**src/hw/cets_pkg.sv**
```systemverilog
// Package for the camera exposure trigger sequencer: register map, field
// positions, reset values, modes and the sequencer states.
// Assumes a 32-bit Avalon-MM slave with byte addresses and one clock.
package cets_pkg;

    // Register byte offsets
    localparam logic [4:0] CTRL_OFF     = 5'h00;
    localparam logic [4:0] CONFIG_OFF   = 5'h04;
    localparam logic [4:0] FRAMES_OFF   = 5'h08;
    localparam logic [4:0] EXPOSURE_OFF = 5'h0C;
    localparam logic [4:0] INTERVAL_OFF = 5'h10;
    localparam logic [4:0] STATUS_OFF   = 5'h14;
    localparam logic [4:0] COUNTS_OFF   = 5'h18;

    // Control register bits
    localparam int CTRL_ARM_BIT     = 0;
    localparam int CTRL_CAPTURE_BIT = 1;
    localparam int CTRL_HALT_BIT    = 2;

    // Configuration register fields
    localparam int CFG_SRC_LSB  = 0;
    localparam int CFG_EDGE_BIT = 4;

    // Status register fields
    localparam int STAT_STATE_LSB  = 0;
    localparam int STAT_BUSY_BIT   = 4;
    localparam int STAT_ARMED_BIT  = 5;
    localparam int STAT_TRIG_BIT   = 6;
    localparam int STAT_STROBE_BIT = 7;

    // Reset values; times are in clock cycles of the 25 MHz clock
    localparam logic [15:0] FRAMES_RST   = 16'h0001;
    localparam logic [31:0] EXPOSURE_RST = 32'h0000_0019;
    localparam logic [31:0] INTERVAL_RST = 32'h0000_0064;

    // Trigger source selection
    typedef enum logic [1:0] {
        CETS_SRC_NONE     = 2'b00,
        CETS_SRC_STANDARD = 2'b01,
        CETS_SRC_PULSE    = 2'b10
    } cets_src_t;

    // Sequencer states
    typedef enum logic [1:0] {
        CETS_ST_IDLE    = 2'b00,
        CETS_ST_EXPOSE  = 2'b01,
        CETS_ST_READOUT = 2'b10,
        CETS_ST_WAIT    = 2'b11
    } cets_state_t;

    // Host-written settings that steer the sequencer
    typedef struct packed {
        cets_src_t   trigger_source_select;
        logic        trigger_edge_select;    // 1: rising edge / active high
        logic [15:0] frames;
        logic [31:0] exposure;
        logic [31:0] interval;
    } cets_cfg_t;

endpackage : cets_pkg

```
**src/hw/cets_top.sv**
```systemverilog
// Camera exposure trigger sequencer: trigger synchroniser, mode decode,
// exposure / readout sequencer and an Avalon-MM register slave.
// Assumes a single clock, a readout path that answers readout_start with
// a readout_done pulse, and a trigger input with no timing relation to clk.
//
// Contract
// Streaming: trigger starts repeating expose, readout cycles
// Streaming: later triggers ignored until halted
// Async: each trigger gives one timed exposure, readout
// Async: triggers during readout are ignored
// Async: after readout, idle until next trigger
// Pulse mode: trigger level sets exposure length
// Pulse mode: triggers during readout are ignored
// Strobe output high throughout each exposure
// Source none: capture command takes frame count
// Standard source, frames zero or above one: streaming
// Standard source, frames exactly one: async
// Pulse source selects pulse-driven exposure
// Polarity picks rising or falling active edge
// Trigger behaviour independent of readout settings
// Synchronise trigger, detect edge after synchroniser
//
// The address map and the Avalon-MM register port were left to the implementer.
`timescale 1ns/1ps
`default_nettype none

module cets_top (
    input  wire logic        clk,
    input  wire logic        resetn,
    input  wire logic        ce,
    // Avalon-MM slave
    input  wire logic [4:0]  avs_address,
    input  wire logic        avs_read,
    input  wire logic        avs_write,
    input  wire logic [31:0] avs_writedata,
    input  wire logic [3:0]  avs_byteenable,
    output logic      [31:0] avs_readdata,
    output logic             avs_waitrequest,
    // Trigger pin and exposure indicator
    input  wire logic        trigger_in,
    output logic             strobe_out,
    // Readout path
    output logic             readout_start,
    input  wire logic        readout_done
);

    // Registers
    logic                  arm_reg;
    logic                  capture_reg;
    logic                  halt_reg;
    cets_pkg::cets_cfg_t   cfg_reg;
    cets_pkg::cets_state_t state_reg;
    cets_pkg::cets_state_t state_next;
    logic [31:0]           exp_cnt_reg;
    logic [31:0]           ivl_cnt_reg;
    logic [15:0]           frame_cnt_reg;
    logic [15:0]           ignored_cnt_reg;
    logic [15:0]           done_cnt_reg;
    logic                  strobe_reg;
    logic                  rdo_start_reg;
    logic                  ack_reg;
    logic [31:0]           rdata_reg;
    logic [2:0]            sync_reg;

    // Merge write data into a word under the byte enables
    function automatic logic [31:0] be_merge(input logic [31:0] old_v,
                                             input logic [31:0] new_v,
                                             input logic [3:0]  be);
        logic [31:0] res;
        res = old_v;
        for (int i = 0; i < 4; i++) begin
            if (be[i]) begin
                res[i*8 +: 8] = new_v[i*8 +: 8];
            end
        end
        return res;
    endfunction : be_merge

    // Bus decode: one wait state, then the access completes. A read is
    // latched on the first edge so its data stand at the completing edge;
    // a write lands only at the completing edge, where waitrequest is low,
    // so a master that has not yet seen the answer has changed nothing.
    wire bus_req    = avs_read | avs_write;
    wire bus_fire   = ce & bus_req & ~ack_reg;
    wire wr_fire    = ce & avs_write & ack_reg;
    wire [4:0] woff = {avs_address[4:2], 2'b00};
    wire wr_ctrl    = wr_fire & (woff == cets_pkg::CTRL_OFF);
    wire wr_cfg     = wr_fire & (woff == cets_pkg::CONFIG_OFF);
    wire wr_frames  = wr_fire & (woff == cets_pkg::FRAMES_OFF);
    wire wr_exp     = wr_fire & (woff == cets_pkg::EXPOSURE_OFF);
    wire wr_ivl     = wr_fire & (woff == cets_pkg::INTERVAL_OFF);
    wire [31:0] ctrl_word = {29'h0, halt_reg, capture_reg, arm_reg};
    wire [31:0] ctrl_new  = be_merge(ctrl_word, avs_writedata, avs_byteenable);
    wire [31:0] cfg_word  = {27'h0, cfg_reg.trigger_edge_select, 2'b00,
                             cfg_reg.trigger_source_select};
    wire [31:0] cfg_new   = be_merge(cfg_word, avs_writedata, avs_byteenable);
    wire [31:0] frm_new   = be_merge({16'h0, cfg_reg.frames}, avs_writedata,
                                     avs_byteenable);
    wire [31:0] exp_new   = be_merge(cfg_reg.exposure, avs_writedata,
                                     avs_byteenable);
    wire [31:0] ivl_new   = be_merge(cfg_reg.interval, avs_writedata,
                                     avs_byteenable);

    assign avs_waitrequest = bus_req & ~ack_reg;
    assign avs_readdata    = rdata_reg;

    // Trigger qualification from the last synchroniser stage only
    // Stage 2 is only the edge reference, so a metastable stage 0 never counts
    wire trig_sync   = sync_reg[1];
    wire act_now     = cfg_reg.trigger_edge_select ? trig_sync : ~trig_sync;
    wire act_prev    = cfg_reg.trigger_edge_select ? sync_reg[2] : ~sync_reg[2];
    wire trig_edge   = act_now & ~act_prev;

    // Mode decode; only source and frame count matter, nothing else
    // Readout rate, binning, gain and offset deliberately never enter here
    wire src_none    = cfg_reg.trigger_source_select == cets_pkg::CETS_SRC_NONE;
    wire src_std     = cfg_reg.trigger_source_select == cets_pkg::CETS_SRC_STANDARD;
    wire mode_pulse  = cfg_reg.trigger_source_select == cets_pkg::CETS_SRC_PULSE;
    wire mode_async  = src_std & (cfg_reg.frames == 16'h0001);
    wire mode_stream = src_std & (cfg_reg.frames != 16'h0001);
    wire repeating   = mode_stream | src_none;

    // Start conditions out of idle
    // A level already present when arming is no start: only a fresh edge
    wire trig_start  = arm_reg & ~src_none & trig_edge;
    wire sw_start    = src_none & capture_reg;
    wire start       = trig_start | sw_start;

    // End-of-phase conditions
    // Exposure values 0 and 1 both give one cycle; the count cannot go lower
    wire exp_over    = mode_pulse ? ~act_now
                                  : (exp_cnt_reg <= 32'h0000_0001);
    wire ivl_over    = ivl_cnt_reg >= cfg_reg.interval;
    wire last_frame  = (cfg_reg.frames != 16'h0000) &
                       (frame_cnt_reg >= cfg_reg.frames);
    wire stop_req    = halt_reg | ~(arm_reg | src_none);
    wire busy        = state_reg != cets_pkg::CETS_ST_IDLE;

    // Edges that arrive while busy are counted, except with source none, and otherwise dropped
    // Counting them lets software see how many external triggers were lost
    wire trig_drop   = busy & trig_edge & ~src_none;

    // Sequencer next state
    // WAIT only paces repeats; async and pulse frames never enter it
    always_comb begin
        state_next = state_reg;
        case (state_reg)
            cets_pkg::CETS_ST_IDLE: begin
                if (start) begin
                    state_next = cets_pkg::CETS_ST_EXPOSE;
                end
            end
            cets_pkg::CETS_ST_EXPOSE: begin
                if (exp_over) begin
                    state_next = cets_pkg::CETS_ST_READOUT;
                end
            end
            cets_pkg::CETS_ST_READOUT: begin
                if (readout_done) begin
                    // One readout per trigger in async and pulse modes
                    if (repeating & ~last_frame & ~stop_req) begin
                        state_next = cets_pkg::CETS_ST_WAIT;
                    end else begin
                        state_next = cets_pkg::CETS_ST_IDLE;
                    end
                end
            end
            cets_pkg::CETS_ST_WAIT: begin
                if (stop_req) begin
                    state_next = cets_pkg::CETS_ST_IDLE;
                end else if (ivl_over) begin
                    state_next = cets_pkg::CETS_ST_EXPOSE;
                end
            end
            default: begin
                state_next = cets_pkg::CETS_ST_IDLE;
            end
        endcase
    end

    wire enter_exp  = (state_next == cets_pkg::CETS_ST_EXPOSE) &
                      (state_reg != cets_pkg::CETS_ST_EXPOSE);
    wire enter_rdo  = (state_next == cets_pkg::CETS_ST_READOUT) &
                      (state_reg != cets_pkg::CETS_ST_READOUT);

    // Trigger synchroniser; stage 0 feeds only stage 1
    // ce low holds it as well, so a pulse shorter than the freeze is lost
    always_ff @(posedge clk) begin
        if (!resetn) begin
            sync_reg <= 3'h0;
        end else if (ce) begin
            sync_reg <= {sync_reg[1:0], trigger_in};
        end
    end

    // Sequencer state, timers and counters
    // The interval counter stops once over, so a long readout cannot wrap it
    // Ignored and done counts wrap; software works with differences
    always_ff @(posedge clk) begin
        if (!resetn) begin
            state_reg       <= cets_pkg::CETS_ST_IDLE;
            exp_cnt_reg     <= 32'h0000_0000;
            ivl_cnt_reg     <= 32'h0000_0000;
            frame_cnt_reg   <= 16'h0000;
            ignored_cnt_reg <= 16'h0000;
            done_cnt_reg    <= 16'h0000;
            strobe_reg      <= 1'b0;
            rdo_start_reg   <= 1'b0;
        end else if (ce) begin
            state_reg     <= state_next;
            strobe_reg    <= state_next == cets_pkg::CETS_ST_EXPOSE;
            rdo_start_reg <= enter_rdo;
            exp_cnt_reg   <= enter_exp ? cfg_reg.exposure
                                       : exp_cnt_reg - {31'h0, exp_cnt_reg != 32'h0};
            // Interval runs from one exposure start to the next
            ivl_cnt_reg   <= enter_exp ? 32'h0000_0001
                                       : ivl_cnt_reg + {31'h0, ~ivl_over};
            if (state_reg == cets_pkg::CETS_ST_IDLE && start) begin
                frame_cnt_reg <= 16'h0001;
            end else if (enter_exp) begin
                frame_cnt_reg <= frame_cnt_reg + 16'h0001;
            end
            if (trig_drop) begin
                ignored_cnt_reg <= ignored_cnt_reg + 16'h0001;
            end
            if (state_reg == cets_pkg::CETS_ST_READOUT && readout_done) begin
                done_cnt_reg <= done_cnt_reg + 16'h0001;
            end
        end
    end

    assign strobe_out    = strobe_reg;
    assign readout_start = rdo_start_reg;

    // Control and configuration registers; capture and halt self-clear
    // once the sequencer has seen them, so a late write is never lost
    always_ff @(posedge clk) begin
        if (!resetn) begin
            arm_reg     <= 1'b0;
            capture_reg <= 1'b0;
            halt_reg    <= 1'b0;
            cfg_reg     <= '{trigger_source_select: cets_pkg::CETS_SRC_NONE,
                             trigger_edge_select:   1'b0,
                             frames:   cets_pkg::FRAMES_RST,
                             exposure: cets_pkg::EXPOSURE_RST,
                             interval: cets_pkg::INTERVAL_RST};
        end else if (ce) begin
            if (wr_ctrl) begin
                arm_reg     <= ctrl_new[cets_pkg::CTRL_ARM_BIT];
                capture_reg <= ctrl_new[cets_pkg::CTRL_CAPTURE_BIT];
                halt_reg    <= ctrl_new[cets_pkg::CTRL_HALT_BIT];
            end else begin
                // Capture is consumed on start; halt once back in idle
                capture_reg <= capture_reg & ~(sw_start & ~busy);
                halt_reg    <= halt_reg & busy;
            end
            if (wr_cfg) begin
                cfg_reg.trigger_source_select <=
                    cets_pkg::cets_src_t'(cfg_new[cets_pkg::CFG_SRC_LSB +: 2]);
                cfg_reg.trigger_edge_select <= cfg_new[cets_pkg::CFG_EDGE_BIT];
            end
            if (wr_frames) begin
                cfg_reg.frames <= frm_new[15:0];
            end
            if (wr_exp) begin
                cfg_reg.exposure <= exp_new;
            end
            if (wr_ivl) begin
                cfg_reg.interval <= ivl_new;
            end
        end
    end

    // Read mux; unmapped offsets read as zero
    // The read is latched on the taking edge, so the mux may change after it
    wire [31:0] status_word = {24'h0, strobe_reg, trig_sync, arm_reg, busy,
                               2'b00, state_reg};
    logic [31:0] rd_mux;
    always_comb begin
        case (woff)
            cets_pkg::CTRL_OFF:     rd_mux = ctrl_word;
            cets_pkg::CONFIG_OFF:   rd_mux = cfg_word;
            cets_pkg::FRAMES_OFF:   rd_mux = {16'h0, cfg_reg.frames};
            cets_pkg::EXPOSURE_OFF: rd_mux = cfg_reg.exposure;
            cets_pkg::INTERVAL_OFF: rd_mux = cfg_reg.interval;
            cets_pkg::STATUS_OFF:   rd_mux = status_word;
            cets_pkg::COUNTS_OFF:   rd_mux = {ignored_cnt_reg, done_cnt_reg};
            default:                rd_mux = 32'h0000_0000;
        endcase
    end

    // Bus handshake: first edge latches data, second edge completes
    // ack_reg blocks a second take while the master still holds the request
    always_ff @(posedge clk) begin
        if (!resetn) begin
            ack_reg   <= 1'b0;
            rdata_reg <= 32'h0000_0000;
        end else if (ce) begin
            ack_reg <= bus_fire;
            if (bus_fire && avs_read) begin
                rdata_reg <= rd_mux;
            end
        end
    end

endmodule : cets_top

`default_nettype wire

```
**config.mk**
```make
export PLATFORM = sky130hd
export DESIGN_NAME = cets_top
export DESIGN_NICKNAME = d
export VERILOG_FILES = /design/src/hw/cets_pkg.sv /design/src/hw/cets_top.sv
export SDC_FILE = /design/constraint.sdc
export NUM_CORES = 1
export LEC_CHECK = 0
export BUFFER_PORTS_ARGS = -buffer_cell sky130_fd_sc_hd__buf_2
export CAP_MARGIN = 20
export CORE_UTILIZATION = 35
export DETAILED_ROUTE_END_ITERATION = 10
export PLACE_DENSITY = 0.58
export SYNTH_ARGS = -nofsm -noshare
export SYNTH_HDL_FRONTEND = slang
export SYNTH_SLANG_ARGS = --single-unit
```
**constraint.sdc**
```tcl
create_clock -name clk -period 3.7 [get_ports clk]
set_input_delay 0.37 -clock clk [delete_from_list [all_inputs] [get_ports clk]]
set_output_delay 0.37 -clock clk [all_outputs]
set_load 0.01 [all_outputs]
```
Word-level counts from Yosys, hierarchy flattened --
Cells that the tools add are included.
Storage, ports and cells: register bits after elaboration 238, bits of input ports 48
Cells by class: equal/unequal tests 17, $lt $le $gt $ge 3, bitwise logic cells 42, reduce and logical (&&, ||, !) cells 27, mux-type cells 18, add/sub/neg operators 5
Operators by type and width (number):
- 32-bit case mux with 7 select lines | 1
- 32-bit 2-to-1 mux | 2
- 16-bit by 1-bit adder with 16-bit output, second input constant | 3
- 3-bit AND reduction | 12
- 32-bit by 1-bit adder with 32-bit output | 1
- 32-bit >= comparator | 1
- 32-bit by 1-bit less-or-equal comparator with 1-bit output, second input constant | 1
- 16-bit 2-to-1 mux | 2
- 32-bit nonzero test | 1
- 32-bit by 1-bit subtractor with 32-bit output | 1
- 1-bit bitwise AND | 25
- 16-bit >= comparator | 1
- 16-bit by 1-bit != test with 1-bit output, second input constant | 1
- 16-bit nonzero test | 1
- 2-bit 2-to-1 mux | 6
- 1-bit NOT | 12
- 2-bit AND reduction | 5
- 3-bit equality test, second input constant | 3
- 2-bit equality test, second input constant | 4
- 2-bit case mux with 4 select lines | 1
- 2-bit by 1-bit equality test with 1-bit output, second input constant | 3
- 3-bit by 2-bit equality test with 1-bit output, second input constant | 2
- 5-bit logical NOT | 1
- 1-bit 2-to-1 mux | 5
- other kinds (8) | 17

Logic depth before layout (Yosys ltp) --
depth after elaboration 13, depth in mapped cells 17

Worst setup path after synthesis --
Ideal clock, no wire load.
path type register to register, from register cfg_reg[27] (netlist name), to register ivl_cnt_reg[28], path slack -164 ps, path buffers 1, stages on the path, launching flop included 18, library setup time 128 ps, period minus slack after synthesis 3864 ps, data arrival time 3736 ps, data required time 3572 ps, path through dfxtp_1 > inv_1 > ha_1 > and3_1 > a221o_1 > a221oi_1 > o21ai_0 > nor3_2 > ha_1 > ha_1 > nand2_1 > or3_1 > clkbuf_1 > nor4_1 > nand2_1 > nor2_1 > xnor2_1 > nor2_1
Between the ends: cells in the longest elaborated chain, start to end 7, elaborated cells on any way between the ends 9, those cells by class 1 x add/sub; 1 x order compare; 1 x eq/ne; 4 x mux; 2 x bitwise
RTL lines:
- start, declared | line cets_top.sv:51 | cets_pkg::cets_cfg_t cfg_reg;
- start signal, assigned | line cets_top.sv:242 | cfg_reg <= '{trigger_source_select: cets_pkg::CETS_SRC_NONE,
- 32-bit >= comparator * | line cets_top.sv:133 | wire ivl_over = ivl_cnt_reg >= cfg_reg.interval;
- parallel branches: the longest is 5 deep, another holds 32-bit by 1-bit adder with 32-bit output
- 32-bit 2-to-1 mux * | line cets_top.sv:216 | ivl_cnt_reg <= enter_exp ? 32'h0000_0001
- end signal, assigned | line cets_top.sv:216
- end, declared | line cets_top.sv:55 | logic [31:0] ivl_cnt_reg;
Mark *: on every way between the ends. A chain may end at the register's enable or synchronous reset.

Final worst setup path --
from register cfg_reg[27] (netlist name), to register ivl_cnt_reg[22]
The elaborated chain is that of the path after synthesis.

==> reports/qor.log <==
[placed_design] post-detail-place hpwl 27.23 mm
[floorplanning] overall die width 190.7 um
[grt] vias in the first global route 10,436
[setup_path] family of cells with the greatest summed delay on the critical path simple AND/OR/NAND/NOR gates
[cts] cell at the root of the clock tree clkbuf_16
[sta] Hold Violations, Final 0
[grt] global route total overflow 0
[cts] CTS tree built
[sta] maximum clock skew at final layout 0.02552 ns
[sta] worst-case headroom to the max-slew limit 41.92%
[setup_path] cell at the slowest stage of the critical path or3_4
[worst_hold_path] class of the worst hold path in -> reg
[floorplanning] height of the die 190.7 um
[synth] FF+latch count, synth 238
[setup_path] cells traversed along the worst timing path inv_1, ha_1, and3_1, a221o_1, a221oi_2, o21ai_2, nor3_2, ha_2, ha_1, nand2_1, or3_4, nor4_4, buf_4, nand4_1, xor2_1, nor2_1
[drt] amount of wire on met2 after detailed routing 17.05 mm
[drt] wire length reported by the detailed router 37.44 mm
[floorplanning] starting density of the core 35.81%
[layout] combined area of the multi-input logic cells 7068 um^2
[layout] Synth-to-Final Area Change 15.80%
[cts] Post-CTS Hold Fix Bufs 0
[setup_path] launching point of the worst reg2reg path cfg_reg[27]$_SDFFE_PN0P_
[synth] cell count after synthesis 1,546
[grt] largest net degree at the start of global routing 73
[drt] Post-Route M1 WL 17.26 mm
[run] max_cap viols 0
[setup_path] end of the worst register-to-register path ivl_cnt_reg[22]$_SDFFE_PN0P_
[sta] maximum clock frequency 290.5 MHz
[power_and_ir_drop] Sequential Power Share 37.7%
[setup_path] reg-to-reg setup timing slack 0.26 ns
[drt] DRT Pass-1 Iters 6
[setup_path] end point of the critical path ivl_cnt_reg[22]$_SDFFE_PN0P_
[synth] top flip-flop cell by instance count after synthesis dfxtp_1
[setup_path] crit path from cfg_reg[27]$_SDFFE_PN0P_
[drt] DR WL met3 2.213 mm
[floorplanning] area of the placeable core 34,800 um^2
[setup_path] WP data required 4.11 ns
[sta] unrepaired setup endpoints after global routing no
[power_and_ir_drop] combinational power share 23.8%
[synth] Syn Area/Cell 8.061 um^2
[floorplanning] ports placed on the boundary 83
[setup_path] worst path bufs/invs 2
[synth] FFs w/ async S/R, synth 0%
[drt] post-route DRC violation count 0
[drt] detailed-route wire length per cell 17.99 um
[power_and_ir_drop] internal portion of total power 5.306 mW
[setup_path] Critical Path Max Stage Delay 0.37 ns
[setup_path] classification of the worst setup path reg -> reg
[sta] slew at the pin closest to its max-slew limit 0.8694 ns
[setup_path] endpoint class of the critical path register
[power_and_ir_drop] ratio of total power to cell area 534.8 nW/um^2
[setup_path] crit path max fanout 3
[synth] number of flops mapped to enable cells by yosys 0
[drt] vias after detailed routing 11,297
[layout] Largest register FFs 83
[floorplanning] cell row count 68
[layout] fraction of final layout cells with drive strength greater than 1 12.98%
[drt] antenna-violating nets left 0
[layout] final net count 1,706
[setup_path] critical path data arrival time 3.86 ns
[cts] maximum buffer depth of the clock tree 3
[power_and_ir_drop] proportion of power drawn by the clock network 38.5%
[grt] wire length of the first global-routing pass 58.93 mm
[status] status finished, final reports clean
[sta] Pins Over Slew Limit 0
[setup_path] most common cell type on the critical path ha_1
[placed_design] number of port buffers 80
[setup_path] cell count of the worst reg-to-reg path 16
[placed_design] final weighted congestion in routability-driven placement 0.8746
[synth] syn nets 1,649
[layout] final core utilization 41.47%
[power_and_ir_drop] switching share of power 31.25%
[setup_path] sort of element at the start of the critical path register
[drt] post-detailed-route via-to-cell ratio 5.429
[layout] register cell area after layout 4765 um^2
[synth] number of synthesis warnings 0
[power_and_ir_drop] switching power 2.412 mW
[floorplanning] die footprint 36,360 um^2
[grt] global-route usage over all layers 20.42%
[grt] antenna violations before repair 0
[layout] fill cell instance count of the final layout 3,515
[cts] Max H-tree Level 1
[layout] antenna fix cells 0
[synth] post-synthesis sequential area ratio 38.23%
[cts] clock network latency to the later pin of the worst-skew pair 0.55 ns
[cts] CTS clock-pin slew for the worst setup and hold paths 0.06 ns
[cts] # clock sinks 238
[drt] DRC marker count from the first detailed-route iteration 895
[sta] Setup Total Neg Slack 0 ns
[sta] final period utilization 93.05%
[power_and_ir_drop] worst IR drop on VDD 0.0003496 V
[sta] min cycle time layout 3.443 ns
[sta] final-report setup violation count 0
[power_and_ir_drop] static leakage 5.441 nW
[synth] synth unique cells 75
[setup_path] instance count on the critical path 16
[drt] highest routed metal layer met4
[cts] number of buffers inserted during clock tree synthesis 29
[synth] netlist area before placement 12,460 um^2
## per-layer routing
| metal | GRT usage, % | vias to the layer above |
|---|---|---|
| met3 | 3.515 | 53 |
| met5 | 0 | - |
| met4 | 5.600 | 0 |
| met1 | 28.15 | 5321 |
| met2 | 32.59 | 305 |
| li1 | - | 5618 |
## synthesized netlist by cell type (3+ instances only)
library cell | n | area share, %
buf_1 | 7 | 0.21
mux4_2 | 3 | 0.54
buf_6 | 3 | 0.27
o31ai_1 | 4 | 0.24
nand2b_1 | 10 | 0.50
and2_1 | 6 | 0.30
nand2_1 | 203 | 6.1
nor3_1 | 25 | 1.0
dfxtp_1 | 238 | 38
mux2i_1 | 54 | 4.3
inv_1 | 71 | 2.1
or3_1 | 16 | 0.80
mux2_2 | 7 | 0.63
and3_1 | 10 | 0.50
and4_1 | 7 | 0.49
xnor2_1 | 27 | 1.9
ha_1 | 55 | 5.5
buf_2 | 4 | 0.16
o21a_1 | 4 | 0.24
or4_1 | 7 | 0.42
o211ai_1 | 5 | 0.30
a22oi_1 | 38 | 2.3
a2bb2oi_1 | 15 | 1.1
nand4_1 | 32 | 1.6
nand4b_1 | 4 | 0.28
o2111ai_1 | 3 | 0.21
a21o_1 | 5 | 0.30
a222oi_1 | 3 | 0.24
a22o_1 | 12 | 0.84
a2111oi_0 | 5 | 0.35
a31oi_1 | 13 | 0.65
a31o_2 | 3 | 0.21
nor2b_1 | 11 | 0.55
a32o_1 | 5 | 0.40
a221oi_1 | 3 | 0.21
clkbuf_1 | 76 | 2.3
a211oi_1 | 14 | 0.84
a21oi_1 | 102 | 4.1
nor2_1 | 166 | 5.0
nand3_1 | 98 | 3.9
nor4_1 | 17 | 0.85
o21ai_0 | 79 | 3.2
xor2_1 | 33 | 2.3
nand3b_1 | 7 | 0.42
## final cells by class
class / instances / area share [%]
multi-input cells: 1142 / 48.98
flip-flops and latches: 238 / 33.02
clock buffers: 39 / 5.913
repair buffers: 120 / 5.115
well taps: 455 / 3.945
inverters: 72 / 1.890
clock inverters: 15 / 1.144
## tightest hold or removal path: stages
cell,delay [ns]
buf_2,0.08
mux2i_1,0.06
nor2_1,0.08
## cell families after synthesis
| family | Yosys count | share of synthesized area (%) |
|---|---|---|
| compound gates | 333 | 17.20 |
| xor+xnor | 60 | 4.217 |
| fa+ha+maj | 55 | 5.522 |
| buf+inv | 166 | 5.602 |
| flops | 238 | 38.23 |
| mux | 64 | 5.512 |
| simple gates | 630 | 23.71 |
## worst min-delay path by stage
| stage | from | to | slack [ns] | depth (start not counted) |
|---|---|---|---|---|
| 2_1_floorplan | cfg_reg[4]$_SDFFE_PN0P_ | cfg_reg[4]$_SDFFE_PN0P_ | 0.44 | 2 |
| 3_3_place_gp | cfg_reg[4]$_SDFFE_PN0P_ | cfg_reg[4]$_SDFFE_PN0P_ | 0.44 | 2 |
| 3_5_place_dp | avs_readdata[7]$_SDFFE_PN0P_ | avs_readdata[7]$_SDFFE_PN0P_ | 0.45 | 2 |
| 4_1_cts | trigger_in | sync_reg[0]$_SDFFE_PN0P_ | 0.06 | 3 |
| 5_1_grt | avs_writedata[24] | cfg_reg[56]$_SDFFE_PN0P_ | 0.08 | 3 |
| 6_report | trigger_in | sync_reg[0]$_SDFFE_PN0P_ | 0.07 | 3 |
## cell usage in the layout, fill, tap and decap left out, types with 14 or more instances in the layout
cell       synthesis  final
dfxtp_1          238    238
nand2_1          203    202
nor2_1           166    166
a21oi_1          102    102
nand3_1           98     98
buf_2              4     80
o21ai_0           79     77
inv_1             71     71
mux2i_1           54     54
ha_1              55     54
a22oi_1           38     38
buf_4              1     37
xor2_1            33     33
nand4_1           32     32
clkbuf_16          0     29
xnor2_1           27     27
nor3_1            25     22
nor4_1            17     16
or3_1             16     15
a2bb2oi_1         15     15
a211oi_1          14     14
## repair_timing
item,4_1_cts,5_1_grt
pin swaps,0,2
setup endpoints to repair,1,15
buffers inserted,0,1
gates resized for setup,1,7
cloned,0,0
endpoints found under the hold margin,0,0
## through the flow
stage                     setup slack [ns]  power (mW)  hold WS, ns  cell area (um^2)  cells
after CTS                          0.05335       7.771      0.05894             14390   2080
after floorplan                    0.01085       4.290       0.4363             12480   1546
after detailed placement           0.01392       4.774       0.4466             13370   2026
after global placement             0.04326       4.741       0.4448             13370   2026
final                               0.2573       7.718      0.07302             14430   2081
after global routing               0.04206       8.112      0.08155             14430   2081
## power groups by stage
stage,sequential (mW),clock [mW],combinational [mW]
floorplan,2.89,0,1.40
global placement,2.95,0,1.79
detailed placement,2.95,0,1.82
CTS,2.90,3.03,1.84
global route,2.93,3.15,2.03
finish,2.91,2.97,1.84
Note: power is estimated with default switching activity, not from simulation.
